`config.mk`:
```
export PLATFORM = sky130hd
export DESIGN_NAME = ues_top
export DESIGN_NICKNAME = d
export VERILOG_FILES = /design/src/verilog/ues_pkg.sv /design/src/verilog/ues_top.sv
export SDC_FILE = /design/constraint.sdc
export NUM_CORES = 1
export LEC_CHECK = 0
export BUFFER_PORTS_ARGS = -buffer_cell sky130_fd_sc_hd__buf_2
export CAP_MARGIN = 20
export CORE_MARGIN = 2
export CORE_UTILIZATION = 60
export CTS_BUF_LIST = sky130_fd_sc_hd__clkbuf_8 sky130_fd_sc_hd__clkbuf_16
export DETAILED_ROUTE_END_ITERATION = 8
export MAX_ROUTING_LAYER = met4
export PLACE_DENSITY = 0.74
export REMOVE_ABC_BUFFERS = 1
export SKIP_CTS_REPAIR_TIMING = 1
export SLEW_MARGIN = 20
export SYNTH_ARGS = -nofsm -noshare
export SYNTH_HDL_FRONTEND = slang
export SYNTH_HIERARCHICAL = 1
export SYNTH_SLANG_ARGS = --single-unit
```
`constraint.sdc`:
```
create_clock -name i_clk -period 5.1 [get_ports i_clk]
set_input_delay 0 -clock i_clk [delete_from_list [all_inputs] [get_ports i_clk]]
set_output_delay 0 -clock i_clk [all_outputs]
set_load 0.01 [all_outputs]
```
`src/verilog/ues_pkg.sv`:
```
// Constants and types for the user EEPROM store and bulk programming block.
`default_nettype none
package ues_pkg;
  localparam logic [7:0] CMD_STORE = 8'h15;
  localparam logic [7:0] CMD_RESTORE = 8'h16;
  localparam logic [7:0] CMD_UNLOCK = 8'hbd;
  localparam logic [7:0] CMD_ERASE = 8'hbe;
  localparam logic [7:0] CMD_DATA = 8'hbf;
  localparam logic [7:0] CMD_COMMON = 8'hef;
  localparam logic [7:0] KEY_LEAD = 8'h2b;
  localparam logic [7:0] KEY_RW_OPT = 8'hd4;
  localparam logic [7:0] KEY_RW_PEC = 8'hd5;
  localparam logic [7:0] KEY_MFR = 8'h91;
  localparam logic [7:0] KEY_RO_OPT = 8'he4;
  localparam logic [7:0] KEY_RO_PEC = 8'he5;
  localparam logic [7:0] ERASE_KEY = 8'h2b;
  localparam int NWORDS = 16;
  localparam logic [15:0] NWORDS_W = 16'h0010;
  // Packing revision value is arbitrary.
  localparam logic [15:0] PACK_REV = 16'h0001;
  localparam logic [15:0] ERASED_WORD = 16'hffff;
  localparam int BUSY_BIT = 6;
  localparam logic [7:0] RST_BYTE = 8'h00;
  localparam int CLK_NS = 4;
  localparam int T_ERASE_MS = 400;
  localparam int T_WORD_NS = 510000;
  localparam int ERASE_CYC = T_ERASE_MS * 1000000 / CLK_NS;
  localparam int WORD_CYC = (T_WORD_NS + CLK_NS - 1) / CLK_NS;
  localparam int FIFO_DEPTH = 16;
  localparam int FIFO_W = 20;
  typedef enum logic [2:0] {
    E_IDLE = 3'h0, E_PROG = 3'h1, E_ERASE = 3'h3, E_STORE = 3'h2, E_RST = 3'h6
  } ues_eng_t;
  typedef enum logic [2:0] {
    K_LOCK = 3'h0, K_LEAD = 3'h1, K_MFR = 3'h3, K_RW = 3'h2, K_RO = 3'h6
  } ues_key_t;
endpackage
`default_nettype wire

```
`src/verilog/ues_top.sv`:
```
// User EEPROM store, restore and key-protected bulk programming engine.
`default_nettype none

// ************************************************************
// Word write buffer
// ************************************************************
module ues_fifo #(
  parameter int W = 20,
  parameter int D = 16
) (
  input wire logic i_clk,
  input wire logic i_reset_n,
  input wire logic i_in_valid,
  input wire logic [W-1:0] i_in_data,
  output logic o_in_ready,
  output logic o_out_valid,
  output logic [W-1:0] o_out_data,
  input wire logic i_out_ready
);
  localparam int AW = $clog2(D);
  logic [W-1:0] mem [D];
  logic [AW-1:0] wp_q;
  logic [AW-1:0] rp_q;
  logic [AW:0] cnt_q;
  wire push = i_in_valid & o_in_ready;
  wire pop = o_out_valid & i_out_ready;
  assign o_in_ready = cnt_q != (AW+1)'(D);
  assign o_out_valid = cnt_q != '0;
  assign o_out_data = mem[rp_q];
  always_ff @(posedge i_clk) begin
    if (!i_reset_n) begin
      wp_q <= '0;
      rp_q <= '0;
      cnt_q <= '0;
    end else begin
      wp_q <= wp_q + AW'(push);
      rp_q <= rp_q + AW'(pop);
      cnt_q <= cnt_q + (AW+1)'(push) - (AW+1)'(pop);
    end
  end
  always_ff @(posedge i_clk) begin
    if (push) begin
      mem[wp_q] <= i_in_data;
    end
  end
endmodule // ues_fifo

// ************************************************************
// Top level
// ************************************************************
module ues_top #(
  parameter int P_ERASE_CYC = ues_pkg::ERASE_CYC,
  parameter int P_WORD_CYC = ues_pkg::WORD_CYC
) (
  input wire logic i_clk,
  input wire logic i_reset_n,
  input wire logic i_rst_pin_n,
  input wire logic i_cmd_valid,
  input wire logic i_cmd_write,
  input wire logic [7:0] i_cmd_code,
  input wire logic [15:0] i_cmd_wdata,
  input wire logic i_op_we,
  input wire logic [3:0] i_op_addr,
  input wire logic [15:0] i_op_wdata,
  output logic o_cmd_done,
  output logic o_cmd_nack,
  output logic [15:0] o_cmd_rdata,
  output logic o_busy_n,
  output logic o_alert_low_output_n,
  output logic o_monitor_suspend,
  output logic o_pec_required,
  output logic [15:0] o_op_rdata
);
  ues_pkg::ues_eng_t eng_q, eng_d;
  ues_pkg::ues_key_t k_q, k_d;
  logic [15:0] ee [ues_pkg::NWORDS];
  logic [15:0] op [ues_pkg::NWORDS];
  logic [31:0] cnt_q;
  logic [4:0] ptr_q;
  logic [7:0] key_q;
  logic [7:0] ers_q;
  logic pin_s1_q, pin_s2_q, pin_old_q;
  logic rest_pend_q;
  logic erased_q;
  logic busy_n_q;
  logic alert_n_q;
  logic pec_q;
  logic susp_q;
  logic done_q;
  logic nack_q;
  logic [15:0] rdata_q;
  logic [15:0] oprd_q;
  logic f_rdy, f_ov;
  logic [19:0] f_out;

  // ************************************************************
  // Command decode
  // ************************************************************
  wire [7:0] b = i_cmd_wdata[7:0];
  wire is_stat = (i_cmd_code == ues_pkg::CMD_COMMON) & ~i_cmd_write;
  wire is_dwr = (i_cmd_code == ues_pkg::CMD_DATA) & i_cmd_write;
  wire eng_busy = eng_q != ues_pkg::E_IDLE;
  wire hard_busy = eng_busy & (eng_q != ues_pkg::E_PROG);
  // Word writes are posted into the buffer while a word programs; only a
  // full buffer or a long operation turns them away.
  wire blocked = is_dwr ? (hard_busy | ~f_rdy) : eng_busy;
  wire nack_now = i_cmd_valid & ~is_stat & blocked;
  wire acc = i_cmd_valid & ~nack_now;
  wire wr_key = acc & i_cmd_write & (i_cmd_code == ues_pkg::CMD_UNLOCK);
  wire wr_ers = acc & i_cmd_write & (i_cmd_code == ues_pkg::CMD_ERASE);
  wire wr_dat = acc & is_dwr;
  wire rd_dat = acc & ~i_cmd_write & (i_cmd_code == ues_pkg::CMD_DATA);
  wire c_store = acc & (i_cmd_code == ues_pkg::CMD_STORE);
  wire c_rest = acc & (i_cmd_code == ues_pkg::CMD_RESTORE);
  wire unl = (k_q == ues_pkg::K_RW) | (k_q == ues_pkg::K_RO);
  wire ers_go = wr_ers & (k_q == ues_pkg::K_RW) & (b == ues_pkg::ERASE_KEY);
  wire ers_bad = wr_ers & unl & (b != ues_pkg::ERASE_KEY);
  wire rd_ok = rd_dat & unl;
  wire rd_end = rd_ok & (ptr_q > 5'(ues_pkg::NWORDS + 1));
  wire wr_ok = wr_dat & (k_q == ues_pkg::K_RW) & erased_q;
  wire wr_full = wr_ok & (ptr_q >= 5'(ues_pkg::NWORDS));
  wire push = wr_ok & ~wr_full;
  wire lock_evt = ers_bad | rd_end | wr_full;
  wire unl_next = (k_d == ues_pkg::K_RW) | (k_d == ues_pkg::K_RO);
  wire key_done = wr_key & unl_next;
  wire pin_rise = pin_s2_q & ~pin_old_q;

  // ************************************************************
  // Unlock key sequencer
  // ************************************************************
  always_comb begin
    k_d = k_q;
    if (wr_key) begin
      case (k_q)
        ues_pkg::K_LEAD: begin
          if (b == ues_pkg::KEY_RW_OPT || b == ues_pkg::KEY_RW_PEC) begin
            k_d = ues_pkg::K_RW;
          end else if (b == ues_pkg::KEY_MFR) begin
            k_d = ues_pkg::K_MFR;
          end else if (b == ues_pkg::KEY_LEAD) begin
            k_d = ues_pkg::K_LEAD;
          end else begin
            k_d = ues_pkg::K_LOCK;
          end
        end
        ues_pkg::K_MFR: begin
          if (b == ues_pkg::KEY_RO_OPT || b == ues_pkg::KEY_RO_PEC) begin
            k_d = ues_pkg::K_RO;
          end else begin
            k_d = (b == ues_pkg::KEY_LEAD) ? ues_pkg::K_LEAD : ues_pkg::K_LOCK;
          end
        end
        default: begin
          k_d = (b == ues_pkg::KEY_LEAD) ? ues_pkg::K_LEAD : ues_pkg::K_LOCK;
        end
      endcase
    end else if (lock_evt) begin
      k_d = ues_pkg::K_LOCK;
    end
  end

  // ************************************************************
  // EEPROM engine
  // ************************************************************
  wire [31:0] lim = (eng_q == ues_pkg::E_ERASE) ? 32'(P_ERASE_CYC - 1) :
                    (eng_q == ues_pkg::E_PROG) ? 32'(P_WORD_CYC - 1) :
                    32'(ues_pkg::NWORDS - 1);
  wire last = cnt_q == lim;
  wire [3:0] step = cnt_q[3:0];

  always_comb begin
    eng_d = eng_q;
    case (eng_q)
      ues_pkg::E_IDLE: begin
        if (rest_pend_q || c_rest) begin
          eng_d = ues_pkg::E_RST;
        end else if (c_store) begin
          eng_d = ues_pkg::E_STORE;
        end else if (ers_go) begin
          eng_d = ues_pkg::E_ERASE;
        end else if (f_ov) begin
          eng_d = ues_pkg::E_PROG;
        end
      end
      ues_pkg::E_PROG, ues_pkg::E_ERASE, ues_pkg::E_STORE, ues_pkg::E_RST: begin
        if (last) begin
          eng_d = ues_pkg::E_IDLE;
        end
      end
      default: begin
        eng_d = ues_pkg::E_IDLE;
      end
    endcase
  end

  ues_fifo #(
    .W(ues_pkg::FIFO_W),
    .D(ues_pkg::FIFO_DEPTH)
  ) u_fifo (
    .i_clk(i_clk),
    .i_reset_n(i_reset_n),
    .i_in_valid(push),
    .i_in_data({ptr_q[3:0], i_cmd_wdata}),
    .o_in_ready(f_rdy),
    .o_out_valid(f_ov),
    .o_out_data(f_out),
    .i_out_ready((eng_q == ues_pkg::E_PROG) & last)
  );

  // Bulk traffic reaches only the EEPROM array; the operating array is
  // written by the core port and by a restore.
  always_ff @(posedge i_clk) begin
    if (eng_q == ues_pkg::E_ERASE && last) begin
      for (int i = 0; i < ues_pkg::NWORDS; i++) begin
        ee[i] <= ues_pkg::ERASED_WORD;
      end
    end else if (eng_q == ues_pkg::E_STORE) begin
      ee[step] <= op[step];
    end else if (eng_q == ues_pkg::E_PROG && last) begin
      ee[f_out[19:16]] <= f_out[15:0];
    end
  end

  always_ff @(posedge i_clk) begin
    if (eng_q == ues_pkg::E_RST) begin
      op[step] <= ee[step];
    end else if (i_op_we) begin
      op[i_op_addr] <= i_op_wdata;
    end
    oprd_q <= op[i_op_addr];
  end

  // ************************************************************
  // Read data selection
  // ************************************************************
  wire [4:0] ridx = ptr_q - 5'h02;
  wire [15:0] ee_word = (ptr_q == 5'h00) ? ues_pkg::PACK_REV :
                        (ptr_q == 5'h01) ? ues_pkg::NWORDS_W : ee[ridx[3:0]];
  wire [15:0] st_word = 16'(busy_n_q) << ues_pkg::BUSY_BIT;
  wire [15:0] rd_mux =
    is_stat ? st_word :
    (i_cmd_code == ues_pkg::CMD_UNLOCK) ? ((k_q == ues_pkg::K_LOCK) ? 16'h0000 : {8'h00, key_q}) :
    (i_cmd_code == ues_pkg::CMD_ERASE) ? {8'h00, ers_q} :
    (rd_ok && !rd_end) ? ee_word : 16'h0000;

  // ************************************************************
  // State registers
  // ************************************************************
  always_ff @(posedge i_clk) begin
    if (!i_reset_n) begin
      eng_q <= ues_pkg::E_IDLE;
      k_q <= ues_pkg::K_LOCK;
      cnt_q <= '0;
      ptr_q <= '0;
      key_q <= ues_pkg::RST_BYTE;
      ers_q <= ues_pkg::RST_BYTE;
      erased_q <= 1'b0;
      pec_q <= 1'b0;
    end else begin
      eng_q <= eng_d;
      k_q <= k_d;
      cnt_q <= (eng_d != eng_q) ? 32'h0000_0000 : cnt_q + 32'h0000_0001;
      if (key_done) begin
        ptr_q <= '0;
      end else if (rd_ok && !rd_end || push) begin
        ptr_q <= ptr_q + 5'h01;
      end
      if (wr_key) begin
        key_q <= b;
      end
      if (wr_ers) begin
        ers_q <= b;
      end
      if (eng_q == ues_pkg::E_ERASE && last) begin
        erased_q <= 1'b1;
      end else if (wr_full || c_store) begin
        erased_q <= 1'b0;
      end
      if (key_done) begin
        pec_q <= (b == ues_pkg::KEY_RW_PEC) | (b == ues_pkg::KEY_RO_PEC);
      end
    end
  end

  // A restore is pending from power-up and after each release of the
  // reset pin; a new pin edge in the start cycle keeps it pending.
  always_ff @(posedge i_clk) begin
    if (!i_reset_n) begin
      pin_s1_q <= 1'b1;
      pin_s2_q <= 1'b1;
      pin_old_q <= 1'b1;
      rest_pend_q <= 1'b1;
    end else begin
      pin_s1_q <= i_rst_pin_n;
      pin_s2_q <= pin_s1_q;
      pin_old_q <= pin_s2_q;
      if (pin_rise) begin
        rest_pend_q <= 1'b1;
      end else if (eng_d == ues_pkg::E_RST) begin
        rest_pend_q <= 1'b0;
      end
    end
  end

  always_ff @(posedge i_clk) begin
    if (!i_reset_n) begin
      busy_n_q <= 1'b1;
      alert_n_q <= 1'b1;
      susp_q <= 1'b0;
      done_q <= 1'b0;
      nack_q <= 1'b0;
      rdata_q <= '0;
    end else begin
      busy_n_q <= ~((eng_d != ues_pkg::E_IDLE) | f_ov);
      susp_q <= eng_d == ues_pkg::E_RST;
      if (nack_now) begin
        alert_n_q <= 1'b0;
      end else if (acc && is_stat) begin
        alert_n_q <= 1'b1;
      end
      done_q <= acc;
      nack_q <= nack_now;
      rdata_q <= (acc && !i_cmd_write) ? rd_mux : 16'h0000;
    end
  end

  assign o_busy_n = busy_n_q;
  assign o_alert_low_output_n = alert_n_q;
  assign o_monitor_suspend = susp_q;
  assign o_pec_required = pec_q;
  assign o_cmd_done = done_q;
  assign o_cmd_nack = nack_q;
  assign o_cmd_rdata = rdata_q;
  assign o_op_rdata = oprd_q;
endmodule // ues_top
`default_nettype wire
```
# Word level (Yosys, flattened, before mapping)
# Memory sizes are Yosys's and may differ from the RTL's. A register that Yosys moved wholly into a read port is not among the register bits.
# Cells that the tools add are included.
# totals
ff_bits,99
mem_bits_rw,832
output_inout_bits,38
elab_cells,192
n_memories,3
# classes
add_sub_neg,7
n_lt_le_gt_ge,2
n_eq_ne,29
n_mux,55
n_bitwise,45
reduce_logical,29
# memory_table
name,depth,width,read_ports,rd_clocked_by_memory_dff,wr,line_no,rtl
u_fifo.mem,16,20,1,1,1,ues_top.sv:21,logic [W-1:0] mem [D];
ee,16,16,2,1,16,ues_top.sv:76,logic [15:0] ee [ues_pkg::NWORDS];
op,16,16,2,2,1,ues_top.sv:77,logic [15:0] op [ues_pkg::NWORDS];
# op_table
cell,n
16-bit 2-to-1 mux,8
"8-bit equality test, second input constant",9
16-bit OR reduction,3
"32-bit by 1-bit adder with 32-bit output, second input constant",1
32-bit by 27-bit equality test with 1-bit output,1
1-bit AND,29
27-bit 2-to-1 mux,1
1-bit 2-to-1 mux,25
3-bit 2-to-1 mux,8
4-bit 2-to-1 mux,6
17-bit 2-to-1 mux,1
"8-bit by 5-bit equality test with 1-bit output, second input constant",2
"3-bit by 2-bit equality test with 1-bit output, second input constant",5
"3-bit equality test, second input constant",4
3-bit one-hot mux with 2 select lines,2
1-bit inverter,9
4-bit by 1-bit adder with 4-bit output,2
"8-bit by 6-bit equality test with 1-bit output, second input constant",1
8-bit 2-to-1 mux,1
"8-bit by 6-bit != test with 1-bit output, second input constant",1
7-bit 2-to-1 mux,1
1-bit bitwise OR,7
"3-bit by 1-bit equality test with 1-bit output, second input constant",2
3-bit logical NOT,2
22 further kinds,36

# Depth between registers and ports, before layout
# Gate-level depths: netlist (run 1).
# logic_depth
ltp_word,19
depth_mapped,16
ltp_nobuf,15

# Modules after synthesis
# The synthesis (run 1) kept the hierarchy.
# by_module_without_submodules
module,n_inst,cells_per_inst,area_per_inst_um2,seq_area_each_um2
ues_top,1,1848,30011.3,17416.7
ues_fifo,1,577,12724.7,9869.5

# Least setup slack after synthesis (run 1)
# Ideal clock, no wire load.
# synth_path
path_kind,register to register
start,reg u_fifo.cnt_q[2]
end,"mem u_fifo.mem[0][0], enable pin"
t_arrival_ns,3.309
required_time_ns,4.678
path_slack_ns,1.369
path_stages_with_launch,10
n_path_buf,0
synth_period_minus_slack_ns,3.731
path_cell_list,dfxtp_1 -> inv_1 -> ha_1 -> nand4bb_1 -> nor3b_1 -> o211ai_1 -> a211oi_1 -> nand2_1 -> or3_1 -> nor3_1
# synth_via
elab_chain_len,16
# synth_lines
item,line_no,rtl
start: declaration,ues_top.sv:24,logic [AW:0] cnt_q;
start signal: assignment,ues_top.sv:38,cnt_q <= cnt_q + (AW+1)'(push) - (AW+1)'(pop);
5-bit != test (*),ues_top.sv:27,assign o_in_ready = cnt_q != (AW+1)'(D);
via f_rdy,ues_top.sv:93,"logic f_rdy, f_ov;"
1-bit inverter (*),ues_top.sv:106,wire blocked = is_dwr ? (hard_busy | ~f_rdy) : eng_busy;
1-bit bitwise OR (*),ues_top.sv:106,
1-bit 2-to-1 mux (*),ues_top.sv:106,
1-bit AND (*),ues_top.sv:107,wire nack_now = i_cmd_valid & ~is_stat & blocked;
1-bit inverter (*),ues_top.sv:108,wire acc = i_cmd_valid & ~nack_now;
1-bit AND (*),ues_top.sv:108,
1-bit AND (*),ues_top.sv:111,wire wr_dat = acc & is_dwr;
1-bit AND (*) (2 in a row),ues_top.sv:120,wire wr_ok = wr_dat & (k_q == ues_pkg::K_RW) & erased_q;
1-bit AND,ues_top.sv:121,wire wr_full = wr_ok & (ptr_q >= 5'(ues_pkg::NWORDS));
1-bit inverter,ues_top.sv:122,wire push = wr_ok & ~wr_full;
1-bit AND (*),ues_top.sv:122,
via push,ues_top.sv:122,
1-bit AND (*),ues_top.sv:25,wire push = i_in_valid & o_in_ready;
1-bit 2-to-1 mux (*),ues_top.sv:42,if (push) begin
1-bit 2-to-1 mux (not written as such) (*),ues_top.sv:43,mem[wp_q] <= i_in_data;
end: declaration,ues_top.sv:21,
# The timed path passes the listed nets; every way through them passes the cells marked *.

==> results of run 1 <==
-- sequential cells by signal (all words and copies together), names as in the netlist, 8 cells and up --
register     count
cnt_q           32
ee             256
ers_q            8
key_q            8
o_cmd_rdata     16
o_op_rdata      16
op             256
u_fifo/mem     320
-- how the worst max path moves through the flow --
stage | to | cells past startpoint | from
finish | ee[13][15]$_SDFFCE_PN1P_ | 6 | eng_q[0]$_SDFF_PN0_
global route | ee[12][14]$_SDFFCE_PN1P_ | 6 | eng_q[1]$_SDFF_PN0_
CTS | ee[13][12]$_SDFFCE_PN1P_ | 6 | eng_q[0]$_SDFF_PN0_
detailed placement | ee[12][11]$_SDFFCE_PN1P_ | 6 | eng_q[1]$_SDFF_PN0_
global placement | ee[12][3]$_SDFFCE_PN1P_ | 9 | u_fifo/rp_q[2]$_SDFF_PN0_
floorplan | ee[3][0]$_SDFFCE_PN1P_ | 7 | cnt_q[0]$_SDFF_PP0_
-- stage by stage --
step,total power [mW],setup TNS [ns],worst slack [ns],instances,hold WS [ns]
floorplan,9.834,-3065.89,-4.048,2257,0.06194
global placement,10.27,0,1.086,3366,0.1946
detailed placement,10.32,0,1.031,3366,0.1854
CTS,17.67,0,0.9928,3546,-0.4923
global route,18.09,0,0.6907,3593,0.0002133
finish,17.62,0,0.9321,3593,-0.01915
-- routing by layer --
layer  up-vias  share of wire (%)  track usage [%]
li1      10120                  -                -
met1     12740                 37            41.50
met2      1522                 50            49.43
met3       200                 11            6.373
met4         0                3.1            9.858
met5         -                  0                -
-- synth_stat cells (6+ instances only) --
| cell type | number |
|---|---|
| or2_2 | 14 |
| xor2_1 | 23 |
| clkbuf_1 | 69 |
| and3_1 | 8 |
| nor3_1 | 46 |
| a21oi_1 | 24 |
| ha_1 | 16 |
| a22oi_2 | 13 |
| mux4_2 | 399 |
| and2_1 | 20 |
| buf_1 | 18 |
| nor3b_1 | 11 |
| buf_4 | 19 |
| mux2i_1 | 20 |
| edfxtp_1 | 832 |
| a31oi_1 | 6 |
| xnor2_1 | 18 |
| nor2_1 | 81 |
| nand2_1 | 316 |
| dfxtp_1 | 115 |
| mux2_2 | 17 |
| buf_6 | 11 |
| a21o_1 | 11 |
| nand3_1 | 30 |
| nand4_1 | 14 |
| mux2i_2 | 13 |
| a22oi_1 | 48 |
| and4_1 | 9 |
| nand2b_1 | 16 |
| o21ai_0 | 13 |
| nor2b_1 | 13 |
| buf_2 | 51 |
| inv_1 | 21 |
| or3_1 | 8 |
-- layout make-up --
type / instances / share of cell area, %
repair buffers: 215 / 3.205
diodes: 1 / 0.005198
clock buffers: 114 / 5.575
multi-input cells: 1288 / 30.41
clock inverters: 66 / 1.456
inverters: 22 / 0.1715
flip-flops and latches: 947 / 56.73
well taps: 940 / 2.443
-- kinds of logic (layout without fill, tap and decap cells) --
| kind of cell | count (synthesis) | count (layout) | share of synthesized area (%) |
|---|---|---|---|
| and+or+nand+nor | 624 | 624 | 7.088 |
| xor gates and xnor gates | 41 | 41 | 0.8403 |
| buffers and inverters | 190 | 417 | 2.178 |
| AOI/OAI and AO/OA | 153 | 153 | 2.957 |
| DFF | 947 | 947 | 63.85 |
| adders and majority gates | 17 | 17 | 0.5153 |
| muxes | 453 | 453 | 22.57 |
| other | 0 | 1 | 0 |
-- power by group --
group          switching [mW]  leakage [nW]  internal [mW]
clock network            3.02          1.71           4.42
registers              0.0644          9.03           8.62
logic                   0.903          4.92          0.603
total                    3.99          15.7           13.6
==> flow_summary_export.csv, run 1 <==
group,metric,value,unit
critical_path,r2r-start,"eng_q[0]$_SDFF_PN0_",
clock_tree,root_buffer,"clkbuf_16",
yosys,synth_top_area_share,58.46,%
sta,hold_viol_final,16,
yosys,synth-seq-cells,947,
cells_and_area,nFillCells,4425,
critical_path,worst_ep_arrival_time,4.47,ns
min_path,min_from,"i_op_wdata[7]",
drt,wl_per_cell,30.47,um
place,place_area,44290,um^2
global_routing,grt_use_total,31.29,%
status,failed_checks,"negative hold slack",
clock_tree,htree_levels,3,
floorplanning,die_w,270.9,um
global_routing,grt_pass1_vias,25030,
yosys,synth.avg_cell_area,17.62,um^2
drt,drc,0,
global_routing,grt_max_degree,139,
sta,final-max-slew-violation-count,0,
drt,wl,109.5,mm
cells_and_area,stdcell_area,48140,um^2
cells_and_area,multi_input_area,14640,um^2
cells_and_area,nNetsFinal,2637,
critical_path,rrSetupSlack,0.93,ns
critical_path,critPathTopFamily,"simple AND/OR/NAND/NOR gates",
sta,fin_crit_sh,81.72,%
drt,drtPass1Iterations,6,
cells_and_area,seqCellArea,27310,um^2
global_routing,grt_pass1_wl,163.1,mm
clock_tree,path_clk_slew,0.06,ns
sta,worst_slew_pin_slew,1.093,ns
floorplanning,die_h,270.9,um
min_path,hp-class,"input pin to flop",
yosys,yosysWarningCount,6,
critical_path,path_class,"flop to flop",
critical_path,r2r_end,"ee[13][15]$_SDFFCE_PN1P_",
yosys,yosys.area.top_type,"edfxtp_1",
floorplanning,dieArea,73380,um^2
drt,vias,24580,
cells_and_area,areaGrowthSynthToFinish,12.64,%
drt,postRouteAntennaNets,0,
sta,slew_headroom,27.10,%
clock_tree,clk-insertion-delay-late,0.66,ns
drt,vias_per_cell,6.841,
sta,fmax,0.2399,GHz
clock_tree,clockBufferDepth,3,
sta,skew,0.02055,ns
critical_path,r2r_cells,6,
critical_path,cp.required,5.40,ns
critical_path,start_kind,"flop",
yosys,ys.flop_type,"edfxtp_1",
status,status,"finished, violations left",
min_path,hold_path_depth,2,
job,drv_cap,0,
pwr,vdd_drop_max,0.0003108,V
cells_and_area,mostFrequentLayoutCells,"edfxtp_1 (832), mux4_2 (399), nand2_1 (316)",
floorplanning,rows,97,
cells_and_area,mostFrequentLayoutCell,"edfxtp_1",
yosys,seq_area_frac_synth,63.85,%
place,dp_hpwl,64.78,mm
min_path,worstHoldEndpoint,"op[12][7]$_DFFE_PP_",
yosys,synthesis.area,42740,um^2
critical_path,critPathMaxStageDelay,0.88,ns
drt,drt_iter0_markers,3033,
global_routing,antenna_found_initial,1,
pwr,leakage,15.66,nW
yosys,synth-async-reset-ratio,0,%
critical_path,path_cells,"nor3b_4 -> a31oi_2 -> nor4b_4 -> nand4b_1 -> a221oi_4 -> or2_2",
cells_and_area,drive_above_1_share,32.28,%
floorplanning,core,70270,um^2
floorplanning,ios,88,
pwr,power_density,366.1,nW/um^2
yosys,ys_types,82,
clock_tree,cts_tree,"done",
yosys,synth_edf_count,832,
sta,whs,-0.01915,ns
place,numPortBuffers,87,
sta,fin_crit,4.168,ns
floorplanning,start_util,60.82,%
cells_and_area,fin_util,68.50,%
place,gp_congestion,0.9023,
clock_tree,cts_buffers,96,
global_routing,grt_overflow_total,0,
critical_path,crit_fanout,17,
sta,setup_viol,0,
clock_tree,cts.sinks,947,
critical_path,slowest_stage,"nor4b_4",
critical_path,end_kind,"flop",
critical_path,cp_num_buf_inv,0,
yosys,netlist_top_cells_area,"edfxtp_1 (58%), mux4_2 (21%), dfxtp_1 (5.4%), nand2_1 (2.8%), a22oi_1 (0.84%)",
sta,rsz0062_at_grt,"no",
yosys,syn_inst,2425,
(Power assumes the default switching activity.)
==> inputs of run 2 (changes only) <==
--- a/config.mk
+++ b/config.mk
@@ -8,11 +8,11 @@
 export BUFFER_PORTS_ARGS = -buffer_cell sky130_fd_sc_hd__buf_2
 export CAP_MARGIN = 20
 export CORE_MARGIN = 2
-export CORE_UTILIZATION = 60
+export CORE_UTILIZATION = 57
 export CTS_BUF_LIST = sky130_fd_sc_hd__clkbuf_8 sky130_fd_sc_hd__clkbuf_16
 export DETAILED_ROUTE_END_ITERATION = 8
 export MAX_ROUTING_LAYER = met4
-export PLACE_DENSITY = 0.74
+export PLACE_DENSITY = 0.73
 export REMOVE_ABC_BUFFERS = 1
 export SKIP_CTS_REPAIR_TIMING = 1
 export SLEW_MARGIN = 20
==> constraint.sdc (replaced) <==
create_clock -name i_clk -period 3.8 [get_ports i_clk]
set_input_delay 0 -clock i_clk [delete_from_list [all_inputs] [get_ports i_clk]]
set_output_delay 0 -clock i_clk [all_outputs]
set_load 0.01 [all_outputs]
==> run 2 against run 1 <==
Effect of this change: the run still ends with negative hold slack left; maximum frequency up 16%; worst setup slack got worse by 0.73 ns; wire length about the same; hold slack got worse by 0.025 ns; via count increased by 1.2%; critical path depth increased by 9; clock skew grew 0.023 ns; combinational power rose by 37%; register-to-register slack got worse by 0.73 ns; design area up 0.56%; global-route usage is 1.7 points lower; utilization decreased by 3.4 points; critical endpoint is now u_fifo/cnt_q[4]$_SDFF_PN0_; highest routed layer unchanged.
==> flow_summary_export.csv, run 2 (synthesis gave the netlist of run 1 again) <==
group,metric,value,unit
cells_and_area,areaGrowthSynthToFinish,13.27,%
cells_and_area,mostFrequentLayoutCells,"edfxtp_1 (832), mux4_2 (399), nand2_1 (316)",
clock_tree,cts_buffers,96,
place,gp_congestion,0.8866,
sta,fin_crit,3.600,ns
sta,rsz0062_at_grt,"no",
floorplanning,start_util,57.50,%
clock_tree,htree_levels,3,
drt,vias,24880,
cells_and_area,largest_reg_flops,320,
critical_path,r2r_cells,15,
place,numPortBuffers,87,
drt,drt_iter0_markers,3095,
drt,vias_per_cell,6.806,
critical_path,rrSetupSlack,0.20,ns
pwr,pwr-share-comb,8.9,%
sta,fmax,0.2778,GHz
floorplanning,ios,88,
global_routing,antenna_found_initial,5,
drt,postRouteAntennaNets,0,
critical_path,path_cells,"inv_1 -> ha_1 -> nand4bb_1 -> nor3b_2 -> o211ai_1 -> a211oi_1 -> nand2_1 -> ha_1 -> inv_1 -> ha_1 -> fa_1 -> a21oi_1 -> nor2_1 -> or3_1 -> and3_1",
sta,slew_headroom,27.58,%
critical_path,worst_ep_arrival_time,4.12,ns
critical_path,path_class,"flop to flop",
floorplanning,die_w,277.8,um
critical_path,cpMostUsedCell,"ha_1",
critical_path,critPathMaxStageDelay,0.42,ns
sta,whs,-0.04439,ns
cells_and_area,drive_above_1_share,32.89,%
drt,drtPass1Iterations,6,
critical_path,r2r-start,"u_fifo/cnt_q[3]$_SDFF_PN0_",
clock_tree,cts.sinks,947,
sta,skew,0.04369,ns
floorplanning,dieArea,77180,um^2
min_path,worstHoldEndpoint,"erased_q$_SDFFE_PN0P_",
place,placed_cells,3431,
cells_and_area,fin_util,65.13,%
cells_and_area,instances_no_fill,3656,
job,drv_cap,0,
pwr,p_int,18.01,mW
critical_path,slowest_stage,"fa_1",
status,status,"finished, violations left",
drt,drc,0,
critical_path,start_kind,"flop",
clock_tree,clockBufferDepth,3,
sta,worst_slew_pin_slew,1.086,ns
pwr,seqPwrFrac,50.0,%
cells_and_area,top_register,"u_fifo/mem",
floorplanning,die_h,277.8,um
clock_tree,cts_tree,"done",
drt,wl,109.5,mm
min_path,min_from,"i_cmd_code[2]",
floorplanning,core,74320,um^2
sta,fin_crit_sh,94.74,%
pwr,swShare,22.65,%
pwr,switchingPower,5.276,mW
min_path,hp-class,"input pin to flop",
clock_tree,clk-insertion-delay-late,0.66,ns
global_routing,grt_pass1_vias,25020,
cells_and_area,top_regs,"u_fifo/mem: 320 flops, ee: 256 flops, op: 256 flops",
drt,wl_per_cell,29.94,um
sta,setup_viol,0,
global_routing,grt_use_total,29.59,%
global_routing,grt_max_degree,139,
pwr,vdd_drop_max,0.0004169,V
pwr,leakage,15.89,nW
floorplanning,rows,100,
min_path,hold_path_depth,5,
critical_path,r2r_end,"u_fifo/cnt_q[4]$_SDFF_PN0_",
status,failed_checks,"negative hold slack",
critical_path,end_kind,"flop",
cells_and_area,nNetsFinal,2670,
global_routing,grt_pass1_wl,162.3,mm
cells_and_area,mostFrequentLayoutCell,"edfxtp_1",
cells_and_area,nFillCells,5006,
pwr,p_clk_share,41.1,%
clock_tree,root_buffer,"clkbuf_16",
critical_path,cp.required,4.32,ns
critical_path,crit_fanout,4,
critical_path,critPathLaunch,"u_fifo/cnt_q[3]$_SDFF_PN0_",
global_routing,grt_overflow_total,0,
clock_tree,path_clk_slew,0.06,ns
pwr,power_density,481.1,nW/um^2
sta,final-max-slew-violation-count,0,
sta,hold_viol_final,4,
place,dp_hpwl,65.30,mm
[run 2: cell count changes in the layout (fill, tap and decap cells not counted), sizes merged]
cell,previous run,this run
diode,1,2
clkinvlp,5,1
clkinv,29,30
clkbuf,114,106
inv,41,54
bufinv,13,11
buf,169,207
dlygate4sd3,46,41
[run 2: power groups by stage]
stage               clock network (mW)  registers [mW]  logic [mW]
floorplan                            0            12.0        1.19
global placement                     0            11.8        1.98
detailed placement                   0            11.9        2.03
CTS                               9.68            11.6        2.04
global route                      10.1            11.7        2.20
finish                            9.57            11.6        2.07
[run 2: area by class of cell]
| cell class | instances | area (um^2) | area share (%) |
|---|---|---|---|
| inverter | 22 | 82.58 | 0.1706 |
| clock inverter | 74 | 700.7 | 1.447 |
| clock buffer | 106 | 2562 | 5.293 |
| multi-input combinational | 1288 | 14650 | 30.26 |
| timing repair buffer | 248 | 1887 | 3.898 |
| tap | 969 | 1212 | 2.505 |
| sequential | 947 | 27310 | 56.42 |
| antenna | 2 | 5.005 | 0.01034 |
[run 2: critical path, delay by kind of cell (launching register included)]
family | cells | cell delay, ns
adder cells (fa/ha/maj) | 4 | 1.12
AND/OR/NAND/NOR | 6 | 1.18
flip-flops | 1 | 0.35
buffers and inverters | 2 | 0.11
AO/OA/AOI/OAI | 3 | 0.73
[run 2: stage by stage]
| stage | setup slack (ns) | hold slack, ns | TNS, ns | instance area [um^2] | power (mW) |
|---|---|---|---|---|---|
| CTS | 0.1673 | -0.4585 | 0 | 47970 | 23.36 |
| finish | 0.1998 | -0.04439 | 0 | 48410 | 23.29 |
| global route | 0.02704 | 0.003247 | 0 | 48410 | 23.93 |
| detailed placement | 0.1853 | 0.2003 | 0 | 44710 | 13.89 |
| global placement | 0.2452 | 0.1940 | 0 | 44710 | 13.83 |
| floorplan | -5.348 | 0.06194 | -4479.67 | 41890 | 13.20 |
[run 2: how the worst max path moves through the flow]
stage	endpoint	depth (start not counted)	slack, ns
floorplan	ee[3][0]$_SDFFCE_PN1P_	7	-5.35
global placement	u_fifo/cnt_q[4]$_SDFF_PN0_	14	0.25
detailed placement	u_fifo/cnt_q[4]$_SDFF_PN0_	15	0.19
CTS	u_fifo/cnt_q[4]$_SDFF_PN0_	15	0.17
global route	u_fifo/cnt_q[4]$_SDFF_PN0_	15	0.03
finish	u_fifo/cnt_q[4]$_SDFF_PN0_	15	0.20
[run 2: per-layer routing]
metal	global-route usage (%)	wire [um]	part of all wire (%)
met1	39.77	41010	37
met2	46.16	53920	49
met3	4.885	10350	9.5
met4	11.13	4187	3.8
met5	-	0	0
